==> src/include/coupler_regs.svh <==
`ifndef COUPLER_REGS_SVH
`define COUPLER_REGS_SVH

// Clock rate of mclk in MHz.
`define MCLK_MHZ 125

// Layout of the programming byte, common to both modes.
`define PB_ADDR_MSB 7
`define PB_ADDR_LSB 6
`define PB_SYNC_BIT 5
`define PB_SUPPLY_BIT 1

// Layout of the programming byte in asynchronous mode.
`define PB_DIV_MSB 4
`define PB_DIV_LSB 3
`define PB_SLOPE_BIT 2
`define PB_SPECIAL_BIT 0

// Layout of the programming byte in synchronous mode.
`define PB_SIO_BIT 4
`define PB_AUXA_BIT 3
`define PB_AUXB_BIT 2
`define PB_SCLK_BIT 0

// Layout of the returned status byte.
`define ST_AUXA_BIT 0
`define ST_AUXB_BIT 1
`define ST_FAULT_BIT 2
`define ST_DATA_BIT 3
`define ST_PRES_BIT 4

// Reset value of the stored programming byte: async, divide by one.
`define PB_RESET 8'h00

// Frame length in bits.
`define FRAME_BITS 4'h8

// Card detect filter time and each power-down step, in ns.
`define DET_FILT_NS 1000
`define PD_STEP_NS 1000
`define DET_FILT_CYC ((`DET_FILT_NS * `MCLK_MHZ + 999) / 1000)
`define PD_STEP_CYC ((`PD_STEP_NS * `MCLK_MHZ + 999) / 1000)

`endif

==> src/include/coupler_pkg.sv <==
`default_nettype none

package coupler_pkg;

    // Card clock division ratio as programmed.
    typedef enum logic [1:0] {
        DIV_1 = 2'b00,
        DIV_2 = 2'b01,
        DIV_4 = 2'b10,
        DIV_STOP = 2'b11
    } clk_div_t;

    // Card supply sequencing states.
    typedef enum logic [2:0] {
        PWR_OFF = 3'b000,
        PWR_RAMP = 3'b001,
        PWR_ON = 3'b010,
        PWR_DN_RST = 3'b011,
        PWR_DN_CLK = 3'b100,
        PWR_DN_IO = 3'b101
    } power_state_t;

    // Direction of the host-to-card serial translator.
    typedef enum logic [1:0] {
        XL_IDLE = 2'b00,
        XL_H2C = 2'b01,
        XL_C2H = 2'b10
    } xlat_state_t;

endpackage

`default_nettype wire

==> src/card_clock_div.sv <==
`include "coupler_regs.svh"
`default_nettype none

// Card clock divider working on the sampled level of the clock input.
module card_clock_div
    import coupler_pkg::*;
(
    input wire logic mclk,
    input wire logic rst,
    input wire logic clk_in,
    input wire logic run,
    input wire clk_div_t div_sel,
    output logic card_clk
);

    // Previous sample of the clock input, for rising edge detection.
    logic clk_in_d_r;
    // Prescaler bit used for divide by four.
    logic pre_r;
    // Output flip-flop.
    logic out_r;
    // Rising edge of the sampled clock input.
    wire in_rise = clk_in & ~clk_in_d_r;

    // Toggling on rising edges only makes the divided outputs exactly
    // 50 percent, whatever the input duty cycle; divide by one passes the
    // input through and keeps its duty cycle.
    always_ff @(posedge mclk) begin
        clk_in_d_r <= clk_in;
        if (rst || !run) begin
            // Stopping always parks the clock low.
            pre_r <= 1'b0;
            out_r <= 1'b0;
        end else begin
            case (div_sel)
                DIV_1: out_r <= clk_in;
                DIV_2: begin
                    if (in_rise) begin
                        out_r <= ~out_r;
                    end
                end
                DIV_4: begin
                    if (in_rise) begin
                        pre_r <= ~pre_r;
                        if (pre_r) begin
                            out_r <= ~out_r;
                        end
                    end
                end
                default: out_r <= 1'b0;
            endcase
        end
    end

    assign card_clk = out_r;

endmodule

`default_nettype wire

==> src/smart_card_coupler_control.sv <==
`include "coupler_regs.svh"
`default_nettype none

module smart_card_coupler_control
    import coupler_pkg::*;
(
    input wire logic mclk,
    input wire logic rst,
    input wire logic cs_n,
    input wire logic spi_clk,
    input wire logic mosi,
    output logic miso,
    output logic miso_oe,
    input wire logic [1:0] chip_addr,
    input wire logic det_active_high,
    input wire logic host_pullup_select,
    output logic host_pullup_en,
    input wire logic host_io_in,
    output logic host_io_out,
    output logic host_io_oe,
    input wire logic card_io_in,
    output logic card_io_out,
    output logic card_io_oe,
    input wire logic host_rst_in,
    output logic card_rst_out,
    input wire logic clk_in,
    output logic card_clock_out,
    output logic clk_slope_fast,
    input wire logic card_presence_input,
    input wire logic vcc_low,
    input wire logic card_supply_uv,
    input wire logic card_supply_overload,
    input wire logic card_supply_ok,
    output logic card_supply,
    input wire logic aux_line_a_in,
    output logic aux_line_a_out,
    output logic aux_line_a_oe,
    input wire logic aux_line_b_in,
    output logic aux_line_b_out,
    output logic aux_line_b_oe,
    output logic int_n
);

    // Counter widths sized to hold the derived cycle counts.
    localparam int FILT_W = $clog2(`DET_FILT_CYC + 1);
    localparam int STEP_W = $clog2(`PD_STEP_CYC + 1);
    localparam logic [FILT_W-1:0] FILT_MAX = FILT_W'(`DET_FILT_CYC);
    localparam logic [STEP_W-1:0] STEP_MAX = STEP_W'(`PD_STEP_CYC);

    // Previous samples of the SPI clock and chip select.
    logic spi_clk_d_r;
    logic cs_n_d_r;
    // Receive shift register, transmit shift register and bit counter.
    logic [7:0] rx_r;
    logic [7:0] tx_r;
    logic [3:0] bit_cnt_r;
    // MISO data flip-flop.
    logic miso_r;
    // Stored programming byte and the flag that it addressed this chip.
    logic [7:0] prog_r;
    logic selected_r;
    // Filtered card detect level and its filter counter.
    logic det_f_r;
    logic [FILT_W-1:0] filt_cnt_r;
    // Presence as seen one cycle earlier, for edge events.
    logic present_d_r;
    // Overload as seen one cycle earlier.
    logic ovl_d_r;
    // Sticky flags: pending interrupt, overload fault, card undervoltage.
    logic int_pend_r;
    logic fault_r;
    logic uv_r;
    logic int_n_r;
    // Power sequencing state and its step timer.
    power_state_t pwr_r;
    power_state_t pwr_nxt;
    logic [STEP_W-1:0] step_cnt_r;
    // Translator direction state.
    xlat_state_t xl_r;
    xlat_state_t xl_nxt;
    // Registered pin drives.
    logic host_oe_r;
    logic card_oe_r;
    logic aux_a_oe_r;
    logic aux_b_oe_r;
    logic card_rst_r;
    logic card_clk_r;
    logic pullup_r;
    logic supply_r;
    // Output of the clock divider.
    logic div_clk;

    // Edges of the SPI clock and chip select; SPI timing never looks at
    // the card clock input, so both clocks may run at any ratio.
    wire spi_rise = spi_clk & ~spi_clk_d_r & ~cs_n;
    wire spi_fall = ~spi_clk & spi_clk_d_r & ~cs_n;
    wire cs_fall = ~cs_n & cs_n_d_r;
    wire cs_rise = cs_n & ~cs_n_d_r;

    // A frame is applied only if exactly eight bits came in.
    wire frame_done = cs_rise && (bit_cnt_r == `FRAME_BITS);
    // The address field picks one of four couplers.
    wire addr_hit = rx_r[`PB_ADDR_MSB:`PB_ADDR_LSB] == chip_addr;
    wire apply_own = frame_done && addr_hit;

    // Decoded fields of the stored programming byte.
    wire sync_mode = prog_r[`PB_SYNC_BIT];
    wire supply_req = prog_r[`PB_SUPPLY_BIT];
    wire special_mode = ~sync_mode & prog_r[`PB_SPECIAL_BIT];
    wire [1:0] div_bits = prog_r[`PB_DIV_MSB:`PB_DIV_LSB];
    wire clk_div_t div_sel = clk_div_t'(div_bits);

    // Presence regardless of detect switch polarity.
    wire present = ~(det_f_r ^ det_active_high);
    wire card_on = pwr_r == PWR_ON;
    // Active window: chip select low and this chip addressed.
    wire active = ~cs_n & selected_r;
    wire xlat_en = active & ~sync_mode & card_on;

    // Events that raise the interrupt.
    wire ev_insert = present & ~present_d_r;
    wire ev_remove = ~present & present_d_r;
    wire ev_ovl = card_supply_overload & ~ovl_d_r;

    // Aux readback: live pin in async mode, forced level in sync mode.
    // An open pin reads one through the external pull-up to card supply.
    wire aux_a_rd = sync_mode ? prog_r[`PB_AUXA_BIT] : aux_line_a_in;
    wire aux_b_rd = sync_mode ? prog_r[`PB_AUXB_BIT] : aux_line_b_in;
    // Bit 4: presence in normal mode, filtered detect level in special mode.
    wire st_pres = special_mode ? det_f_r : present;
    // Bit 3: card data in sync mode, card undervoltage in async mode.
    wire st_data = sync_mode ? card_io_in : uv_r;
    // The three top bits carry nothing and are sent as zero.
    wire [7:0] status_w = {3'b000, st_pres, st_data, fault_r,
                           aux_b_rd, aux_a_rd};

    // Sample the SPI clock and chip select for edge detection.
    always_ff @(posedge mclk) begin
        spi_clk_d_r <= spi_clk;
        cs_n_d_r <= cs_n;
    end

    // Receive side: shift MOSI on rising SPI clock edges and count bits.
    // The count saturates above eight so a long frame is thrown away.
    always_ff @(posedge mclk) begin
        if (rst || cs_fall) begin
            bit_cnt_r <= 4'h0;
            rx_r <= 8'h00;
        end else if (spi_rise) begin
            rx_r <= {rx_r[6:0], mosi};
            if (bit_cnt_r <= `FRAME_BITS) begin
                bit_cnt_r <= bit_cnt_r + 4'h1;
            end
        end
    end

    // Transmit side: status is captured at the frame start and shifted out
    // MSB first on falling SPI clock edges of the same frame.
    always_ff @(posedge mclk) begin
        if (rst) begin
            tx_r <= 8'h00;
            miso_r <= 1'b0;
        end else if (cs_fall) begin
            tx_r <= status_w;
            miso_r <= status_w[7];
        end else if (spi_fall) begin
            tx_r <= {tx_r[6:0], 1'b0};
            miso_r <= tx_r[6];
        end
    end

    // Apply the programming byte at the end of a complete frame; a frame
    // for another coupler deselects this one but keeps its settings.
    always_ff @(posedge mclk) begin
        if (rst) begin
            prog_r <= `PB_RESET;
            selected_r <= 1'b0;
        end else if (frame_done) begin
            selected_r <= addr_hit;
            if (addr_hit) begin
                prog_r <= rx_r;
            end
        end
    end

    // Card detect filter: a new level is taken only after it has been
    // stable for the filter time, which rejects spikes on the pin.
    always_ff @(posedge mclk) begin
        if (rst) begin
            det_f_r <= 1'b1;
            filt_cnt_r <= '0;
        end else if (card_presence_input == det_f_r) begin
            filt_cnt_r <= '0;
        end else if (filt_cnt_r == FILT_MAX) begin
            det_f_r <= card_presence_input;
            filt_cnt_r <= '0;
        end else begin
            filt_cnt_r <= filt_cnt_r + 1'b1;
        end
    end

    // Sticky flags: a new event in the clearing cycle wins over the
    // clear. A frame to this chip counts as the host having read them.
    always_ff @(posedge mclk) begin
        if (rst) begin
            present_d_r <= 1'b0;
            ovl_d_r <= 1'b0;
            int_pend_r <= 1'b0;
            fault_r <= 1'b0;
            uv_r <= 1'b0;
        end else begin
            present_d_r <= present;
            ovl_d_r <= card_supply_overload;
            int_pend_r <= ev_insert | ev_remove | ev_ovl |
                          (int_pend_r & ~apply_own);
            fault_r <= card_supply_overload | (fault_r & ~apply_own);
            // Undervoltage only flags; sequencing is left to the host.
            uv_r <= card_supply_uv | (uv_r & ~apply_own);
        end
    end

    // Interrupt pin: low while an event is pending, forced high while
    // the chip's own supply is below its threshold.
    always_ff @(posedge mclk) begin
        if (rst) begin
            int_n_r <= 1'b1;
        end else begin
            int_n_r <= vcc_low | ~int_pend_r;
        end
    end

    // Next state of the card supply sequence. Overload and removal both
    // start the three power-down steps; reset, clock and I/O all drop together at the first.
    always_comb begin
        pwr_nxt = pwr_r;
        case (pwr_r)
            PWR_OFF: begin
                if (supply_req && present && !fault_r) begin
                    pwr_nxt = PWR_RAMP;
                end
            end
            PWR_RAMP: begin
                if (card_supply_overload || !supply_req || !present) begin
                    pwr_nxt = PWR_DN_RST;
                end else if (card_supply_ok) begin
                    pwr_nxt = PWR_ON;
                end
            end
            PWR_ON: begin
                if (card_supply_overload || !supply_req || !present) begin
                    pwr_nxt = PWR_DN_RST;
                end
            end
            PWR_DN_RST: begin
                if (step_cnt_r == STEP_MAX) begin
                    pwr_nxt = PWR_DN_CLK;
                end
            end
            PWR_DN_CLK: begin
                if (step_cnt_r == STEP_MAX) begin
                    pwr_nxt = PWR_DN_IO;
                end
            end
            PWR_DN_IO: begin
                if (step_cnt_r == STEP_MAX) begin
                    pwr_nxt = PWR_OFF;
                end
            end
            default: pwr_nxt = PWR_OFF;
        endcase
    end

    // Supply state and the step timer, which restarts at each new state.
    always_ff @(posedge mclk) begin
        if (rst) begin
            pwr_r <= PWR_OFF;
            step_cnt_r <= '0;
        end else begin
            pwr_r <= pwr_nxt;
            step_cnt_r <= (pwr_nxt != pwr_r) ? '0 : step_cnt_r + 1'b1;
        end
    end

    // Converter enable: on through the sequence, cut at once on overload
    // rather than waiting for the power-down steps to finish.
    always_ff @(posedge mclk) begin
        if (rst) begin
            supply_r <= 1'b0;
        end else begin
            supply_r <= (pwr_nxt != PWR_OFF) && !card_supply_overload &&
                        !fault_r;
        end
    end

    // Translator direction: whichever side pulls low first owns the
    // line until it releases, so the two drivers never latch each other.
    always_comb begin
        xl_nxt = xl_r;
        case (xl_r)
            XL_IDLE: begin
                if (!host_io_in) begin
                    xl_nxt = XL_H2C;
                end else if (!card_io_in) begin
                    xl_nxt = XL_C2H;
                end
            end
            XL_H2C: begin
                if (host_io_in) begin
                    xl_nxt = XL_IDLE;
                end
            end
            XL_C2H: begin
                if (card_io_in) begin
                    xl_nxt = XL_IDLE;
                end
            end
            default: xl_nxt = XL_IDLE;
        endcase
        if (!xlat_en) begin
            xl_nxt = XL_IDLE;
        end
    end

    // Translator state register.
    always_ff @(posedge mclk) begin
        if (rst) begin
            xl_r <= XL_IDLE;
        end else begin
            xl_r <= xl_nxt;
        end
    end

    // Card I/O drive: pulled low while unpowered or starting, relayed
    // from the host in async mode, from the stored bit in sync mode.
    always_ff @(posedge mclk) begin
        if (rst) begin
            card_oe_r <= 1'b1;
            host_oe_r <= 1'b0;
        end else begin
            host_oe_r <= xl_nxt == XL_C2H;
            if (!card_on) begin
                card_oe_r <= 1'b1;
            end else if (sync_mode) begin
                // Host line stays released; data goes through status.
                card_oe_r <= active & ~prog_r[`PB_SIO_BIT];
            end else begin
                card_oe_r <= xl_nxt == XL_H2C;
            end
        end
    end

    // Aux lines: open-drain outputs in sync mode, inputs in async mode.
    always_ff @(posedge mclk) begin
        if (rst) begin
            aux_a_oe_r <= 1'b0;
            aux_b_oe_r <= 1'b0;
        end else begin
            aux_a_oe_r <= card_on & sync_mode & ~prog_r[`PB_AUXA_BIT];
            aux_b_oe_r <= card_on & sync_mode & ~prog_r[`PB_AUXB_BIT];
        end
    end

    // Card reset follows the host only while powered and selected.
    always_ff @(posedge mclk) begin
        if (rst) begin
            card_rst_r <= 1'b0;
        end else begin
            card_rst_r <= card_on & active & host_rst_in;
        end
    end

    // Card clock: the divider in async mode, the stored bit in sync
    // mode, and low outside the powered state.
    always_ff @(posedge mclk) begin
        if (rst) begin
            card_clk_r <= 1'b0;
        end else if (!card_on) begin
            card_clk_r <= 1'b0;
        end else if (sync_mode) begin
            card_clk_r <= prog_r[`PB_SCLK_BIT];
        end else begin
            card_clk_r <= div_clk;
        end
    end

    // Host pull-up: pin must allow it and this chip must be selected.
    always_ff @(posedge mclk) begin
        if (rst) begin
            pullup_r <= 1'b0;
        end else begin
            pullup_r <= host_pullup_select & selected_r;
        end
    end

    // Divider runs only while powered in async mode and not stopped.
    card_clock_div u_div (
        .mclk(mclk),
        .rst(rst),
        .clk_in(clk_in),
        .run(card_on & ~sync_mode & (div_sel != DIV_STOP)),
        .div_sel(div_sel),
        .card_clk(div_clk)
    );

    // Open-drain pins only ever drive low.
    assign host_io_out = 1'b0;
    assign card_io_out = 1'b0;
    assign aux_line_a_out = 1'b0;
    assign aux_line_b_out = 1'b0;
    assign host_io_oe = host_oe_r;
    assign card_io_oe = card_oe_r;
    assign aux_line_a_oe = aux_a_oe_r;
    assign aux_line_b_oe = aux_b_oe_r;
    // Only the selected coupler drives the shared MISO line.
    assign miso = miso_r;
    assign miso_oe = active;
    assign host_pullup_en = pullup_r;
    assign card_rst_out = card_rst_r;
    assign card_clock_out = card_clk_r;
    // Slope is forced low in sync frames, which reuse that bit.
    assign clk_slope_fast = prog_r[`PB_SLOPE_BIT] & ~sync_mode;
    assign card_supply = supply_r;
    assign int_n = int_n_r;

endmodule

`default_nettype wire

==> config.mk <==
export PLATFORM = sky130hd
export DESIGN_NAME = smart_card_coupler_control
export DESIGN_NICKNAME = d
export VERILOG_FILES = /design/src/include/coupler_pkg.sv /design/src/card_clock_div.sv /design/src/smart_card_coupler_control.sv
export VERILOG_INCLUDE_DIRS = /design/src /design/src/include
export SDC_FILE = /design/constraint.sdc
export NUM_CORES = 1
export LEC_CHECK = 0
export BUFFER_PORTS_ARGS = -buffer_cell sky130_fd_sc_hd__buf_2
export CAP_MARGIN = 20
export CORE_MARGIN = 8
export CORE_UTILIZATION = 45
export DETAILED_ROUTE_END_ITERATION = 10
export HOLD_SLACK_MARGIN = 0.12
export PLACE_DENSITY = 0.67
export SLEW_MARGIN = 20
export SYNTH_ARGS = -nofsm -noshare
export SYNTH_HDL_FRONTEND = slang
export SYNTH_SLANG_ARGS = --single-unit
==> constraint.sdc <==
create_clock -name mclk -period 1.61 [get_ports mclk]
set_input_delay 0.161 -clock mclk [delete_from_list [all_inputs] [get_ports mclk]]
set_output_delay 0.161 -clock mclk [all_outputs]
set_load 0.01 [all_outputs]
==> impl_metrics.csv <==
group,metric,value,unit
power_and_ir_drop,powerDensity,1100,nW/µm²
clock_tree,clockBufferDepth,2,
critical_path,crit_end,"step_cnt_r[2]$_SDFF_PP0_",
worst_hold_path,min_path_type,"input port to register",
sta,slew_viol_final,0,
die,die_area,9400,µm²
logic_synthesis,yosysUniqueCellTypes,47,
place,port_buffers,31,
cells_and_area,regArea,1340,µm²
sta,finalHoldViolCount,0,
critical_path,endpoint_kind,"register",
critical_path,r2r_setup_slack,0.03,ns
flow_run,cap_violations,0,
cells_and_area,area_growth,27.9,%
sta,setup_viol,0,
clock_tree,htreeDepth,3,
status,status,"finished clean",
sta,post-route-period-util,98.2,%
die,die_w,97.0,µm
critical_path,path_max_fanout,7,
critical_path,worstSetupStartpointType,"register",
logic_synthesis,syn_avg_cell_area,9.27,µm²
critical_path,crit_arrival,1.84,ns
critical_path,reg2reg_depth,6,
cells_and_area,fillers,545,
cells_and_area,layout.core_utilization,59.4,%
detailed_routing,ant_nets,0,
logic_synthesis,synthesis.area,2950,µm²
global_routing,grt.total_usage,13.4,%
die,rows,29,
detailed_routing,via_per_inst,4.92,
cells_and_area,final_cell_mix,"dfxtp_1 (57), nor2_1 (45), mux2i_1 (32)",
logic_synthesis,synth_seq_cells,66,
place,dp_hpwl,4.31,mm
sta,post-route-min-period,1.58,ns
global_routing,grt_max_degree,20,
cells_and_area,drive_above_1_share,26.5,%
cells_and_area,nets,419,
detailed_routing,wl_per_cell,13.1,µm
sta,fin_skew,0.00390,ns
detailed_routing,drc,0,
logic_synthesis,yosys_warnings,0,
critical_path,crit_required,1.87,ns
detailed_routing,dr.pass1.iters,4,
critical_path,path_class,"register to register",
critical_path,setup.worst_path.start,"pwr_r[1]$_SDFF_PP0_",
critical_path,r2r-start,"pwr_r[1]$_SDFF_PP0_",
power_and_ir_drop,leakage,0.00159,µW
die,start_util,46.4,%
logic_synthesis,seq_area_frac_synth,44.8,%
global_routing,antenna_found_initial,0,
global_routing,grt_pass1_vias,2313,
clock_tree,clkLatencyLatePin,0.34,ns
sta,fmax,633,MHz
place,place_congestion,0.847,
sta,setup_tns,0,ns
die,design.core.area,6350,µm²
clock_tree,cts_root_buf,"clkbuf_8",
power_and_ir_drop,ir_drop,0.627,mV
cells_and_area,antenna_cells,0,
clock_tree,path_clk_slew,0.06,ns
cells_and_area,layout_commonest_cell,"dfxtp_1",
detailed_routing,drtIter0Drc,60,
detailed_routing,num_vias,2311,
sta,rsz0062_at_grt,"yes",
critical_path,reg2reg_to,"step_cnt_r[2]$_SDFF_PP0_",
clock_tree,cts_made_buffers,9,
global_routing,grt_overflow_total,0,
logic_synthesis,netlist_instances,318,
die,boundaryPins,36,
global_routing,grt_pass1_wl,10.4,mm
detailed_routing,drt_wl_total,6.17,mm
die,die_h,97.0,µm
clock_tree,cts_sinks,66,
cells_and_area,multi_input_comb_area,1570,µm²
clock_tree,cts_tree,"yes",
==> cells by family after synthesis <==
family | after synthesis | synth area share (%)
xor gates and xnor gates | 20 | 6.19
muxes | 33 | 11.2
DFF | 66 | 44.8
and+or+nand+nor | 129 | 21.9
adders and majority gates | 10 | 4.24
other | 1 | 0.127
AOI/OAI and AO/OA | 31 | 6.87
buffers and inverters | 28 | 4.58
==> cell type report <==
type | count | share of cell area [%]
repair buffers | 75 | 13.9
well taps | 77 | 2.55
clock inverters | 2 | 0.929
clock buffers | 13 | 4.48
multi-input cells | 227 | 41.7
inverters | 10 | 0.995
flip-flops and latches | 66 | 35.4
==> how the worst min path moves through the flow <==
stage | startpoint | to | cells after the start
3_3_place_gp | spi_clk | spi_clk_d_r$_DFF_P_ | 1
2_1_floorplan | cs_n | cs_n_d_r$_DFF_P_ | 0
5_1_grt | card_io_in | xl_r[1]$_SDFF_PP0_ | 3
3_5_place_dp | spi_clk | spi_clk_d_r$_DFF_P_ | 1
6_report | card_io_in | xl_r[1]$_SDFF_PP0_ | 3
4_1_cts | card_io_in | xl_r[1]$_SDFF_PP0_ | 3
==> Yosys cell counts, drive strengths merged <==
master | number | area (µm²)
dfxtp | 66 | 1320
nor2 | 46 | 180
mux2i | 32 | 320
nand2 | 27 | 101
xnor2 | 12 | 113
a21oi | 10 | 50.1
ha | 10 | 125
inv | 10 | 37.5
buf | 9 | 63.8
clkbuf | 9 | 33.8
nand2b | 9 | 56.3
nor2b | 8 | 50.1
xor2 | 8 | 70.1
a211oi | 7 | 52.6
nand3 | 7 | 35.0
nor3 | 6 | 30.0
o21ai | 5 | 25.0
nor4 | 4 | 25.0
and2 | 3 | 18.8
nand4 | 3 | 25.0
o22ai | 3 | 25.0
or3 | 3 | 18.8
and3 | 2 | 12.5
nand3b | 2 | 15.0
nor3b | 2 | 15.0
or3b | 2 | 17.5
a211o | 1 | 8.76
a21boi | 1 | 7.51
a31o | 1 | 8.76
a41oi | 1 | 8.76
and2b | 1 | 7.51
and4 | 1 | 8.76
conb | 1 | 3.75
mux2 | 1 | 11.3
nor4b | 1 | 15.0
o21a | 1 | 7.51
o22a | 1 | 8.76
or2b | 1 | 7.51
or4 | 1 | 7.51
==> layer usage <==
metal	wire length, µm	GRT usage, %	vias to the layer above
met5	0	0	-
met4	141	8.05	0
met3	290	4.05	12
met2	2820	21.1	39
met1	2920	15.7	1053
li1	-	-	1207
==> power breakdown <==
part           internal, µW  total, µW  switching, µW
logic                   516        925            409
registers              1720       1800           78.4
clock network           832       1420            591
total                  3070       4150           1080
==> worst max-delay path, stage by stage (launching register included) <==
cell and delay, ns:
dfxtp_4 0.37, nand2b_4 0.14, or4_4 0.47, o21ai_2 0.08
or3_4 0.15, buf_6 0.11, mux2i_1 0.18
==> sequential cells by signal (all words and copies together), names as in the netlist, 2 cells and up <==
| signal | flops |
|---|---|
| rx_r | 8 |
| filt_cnt_r | 7 |
| step_cnt_r | 7 |
| tx_r | 7 |
| prog_r | 6 |
| bit_cnt_r | 4 |
| pwr_r | 3 |
| xl_r | 2 |
==> timing repair <==
item                                   in CTS  in global routing
endpoints found under the hold margin      11                  0
buffers inserted                            0                  4
resized for setup                          15                 12
hold buffers                               11                  0
setup endpoints to repair                   9                 18
pin swaps                                   3                  7
==> stage by stage <==
stage | hold WS, ns | instances | power (µW) | worst slack [ns] | instance area [µm²]
final | 0.142 | 470 | 4150 | 0.0291 | 3770
after global routing | 0.144 | 470 | 4370 | -0.0746 | 3770
after CTS | 0.120 | 466 | 4110 | 0.00479 | 3680
after detailed placement | 0.294 | 440 | 2590 | -0.0402 | 3330
after global placement | 0.289 | 440 | 2580 | 0.00657 | 3330
after floorplan | 0.189 | 321 | 2330 | 0.00438 | 2960
Note: power is estimated with default switching activity, not from simulation.
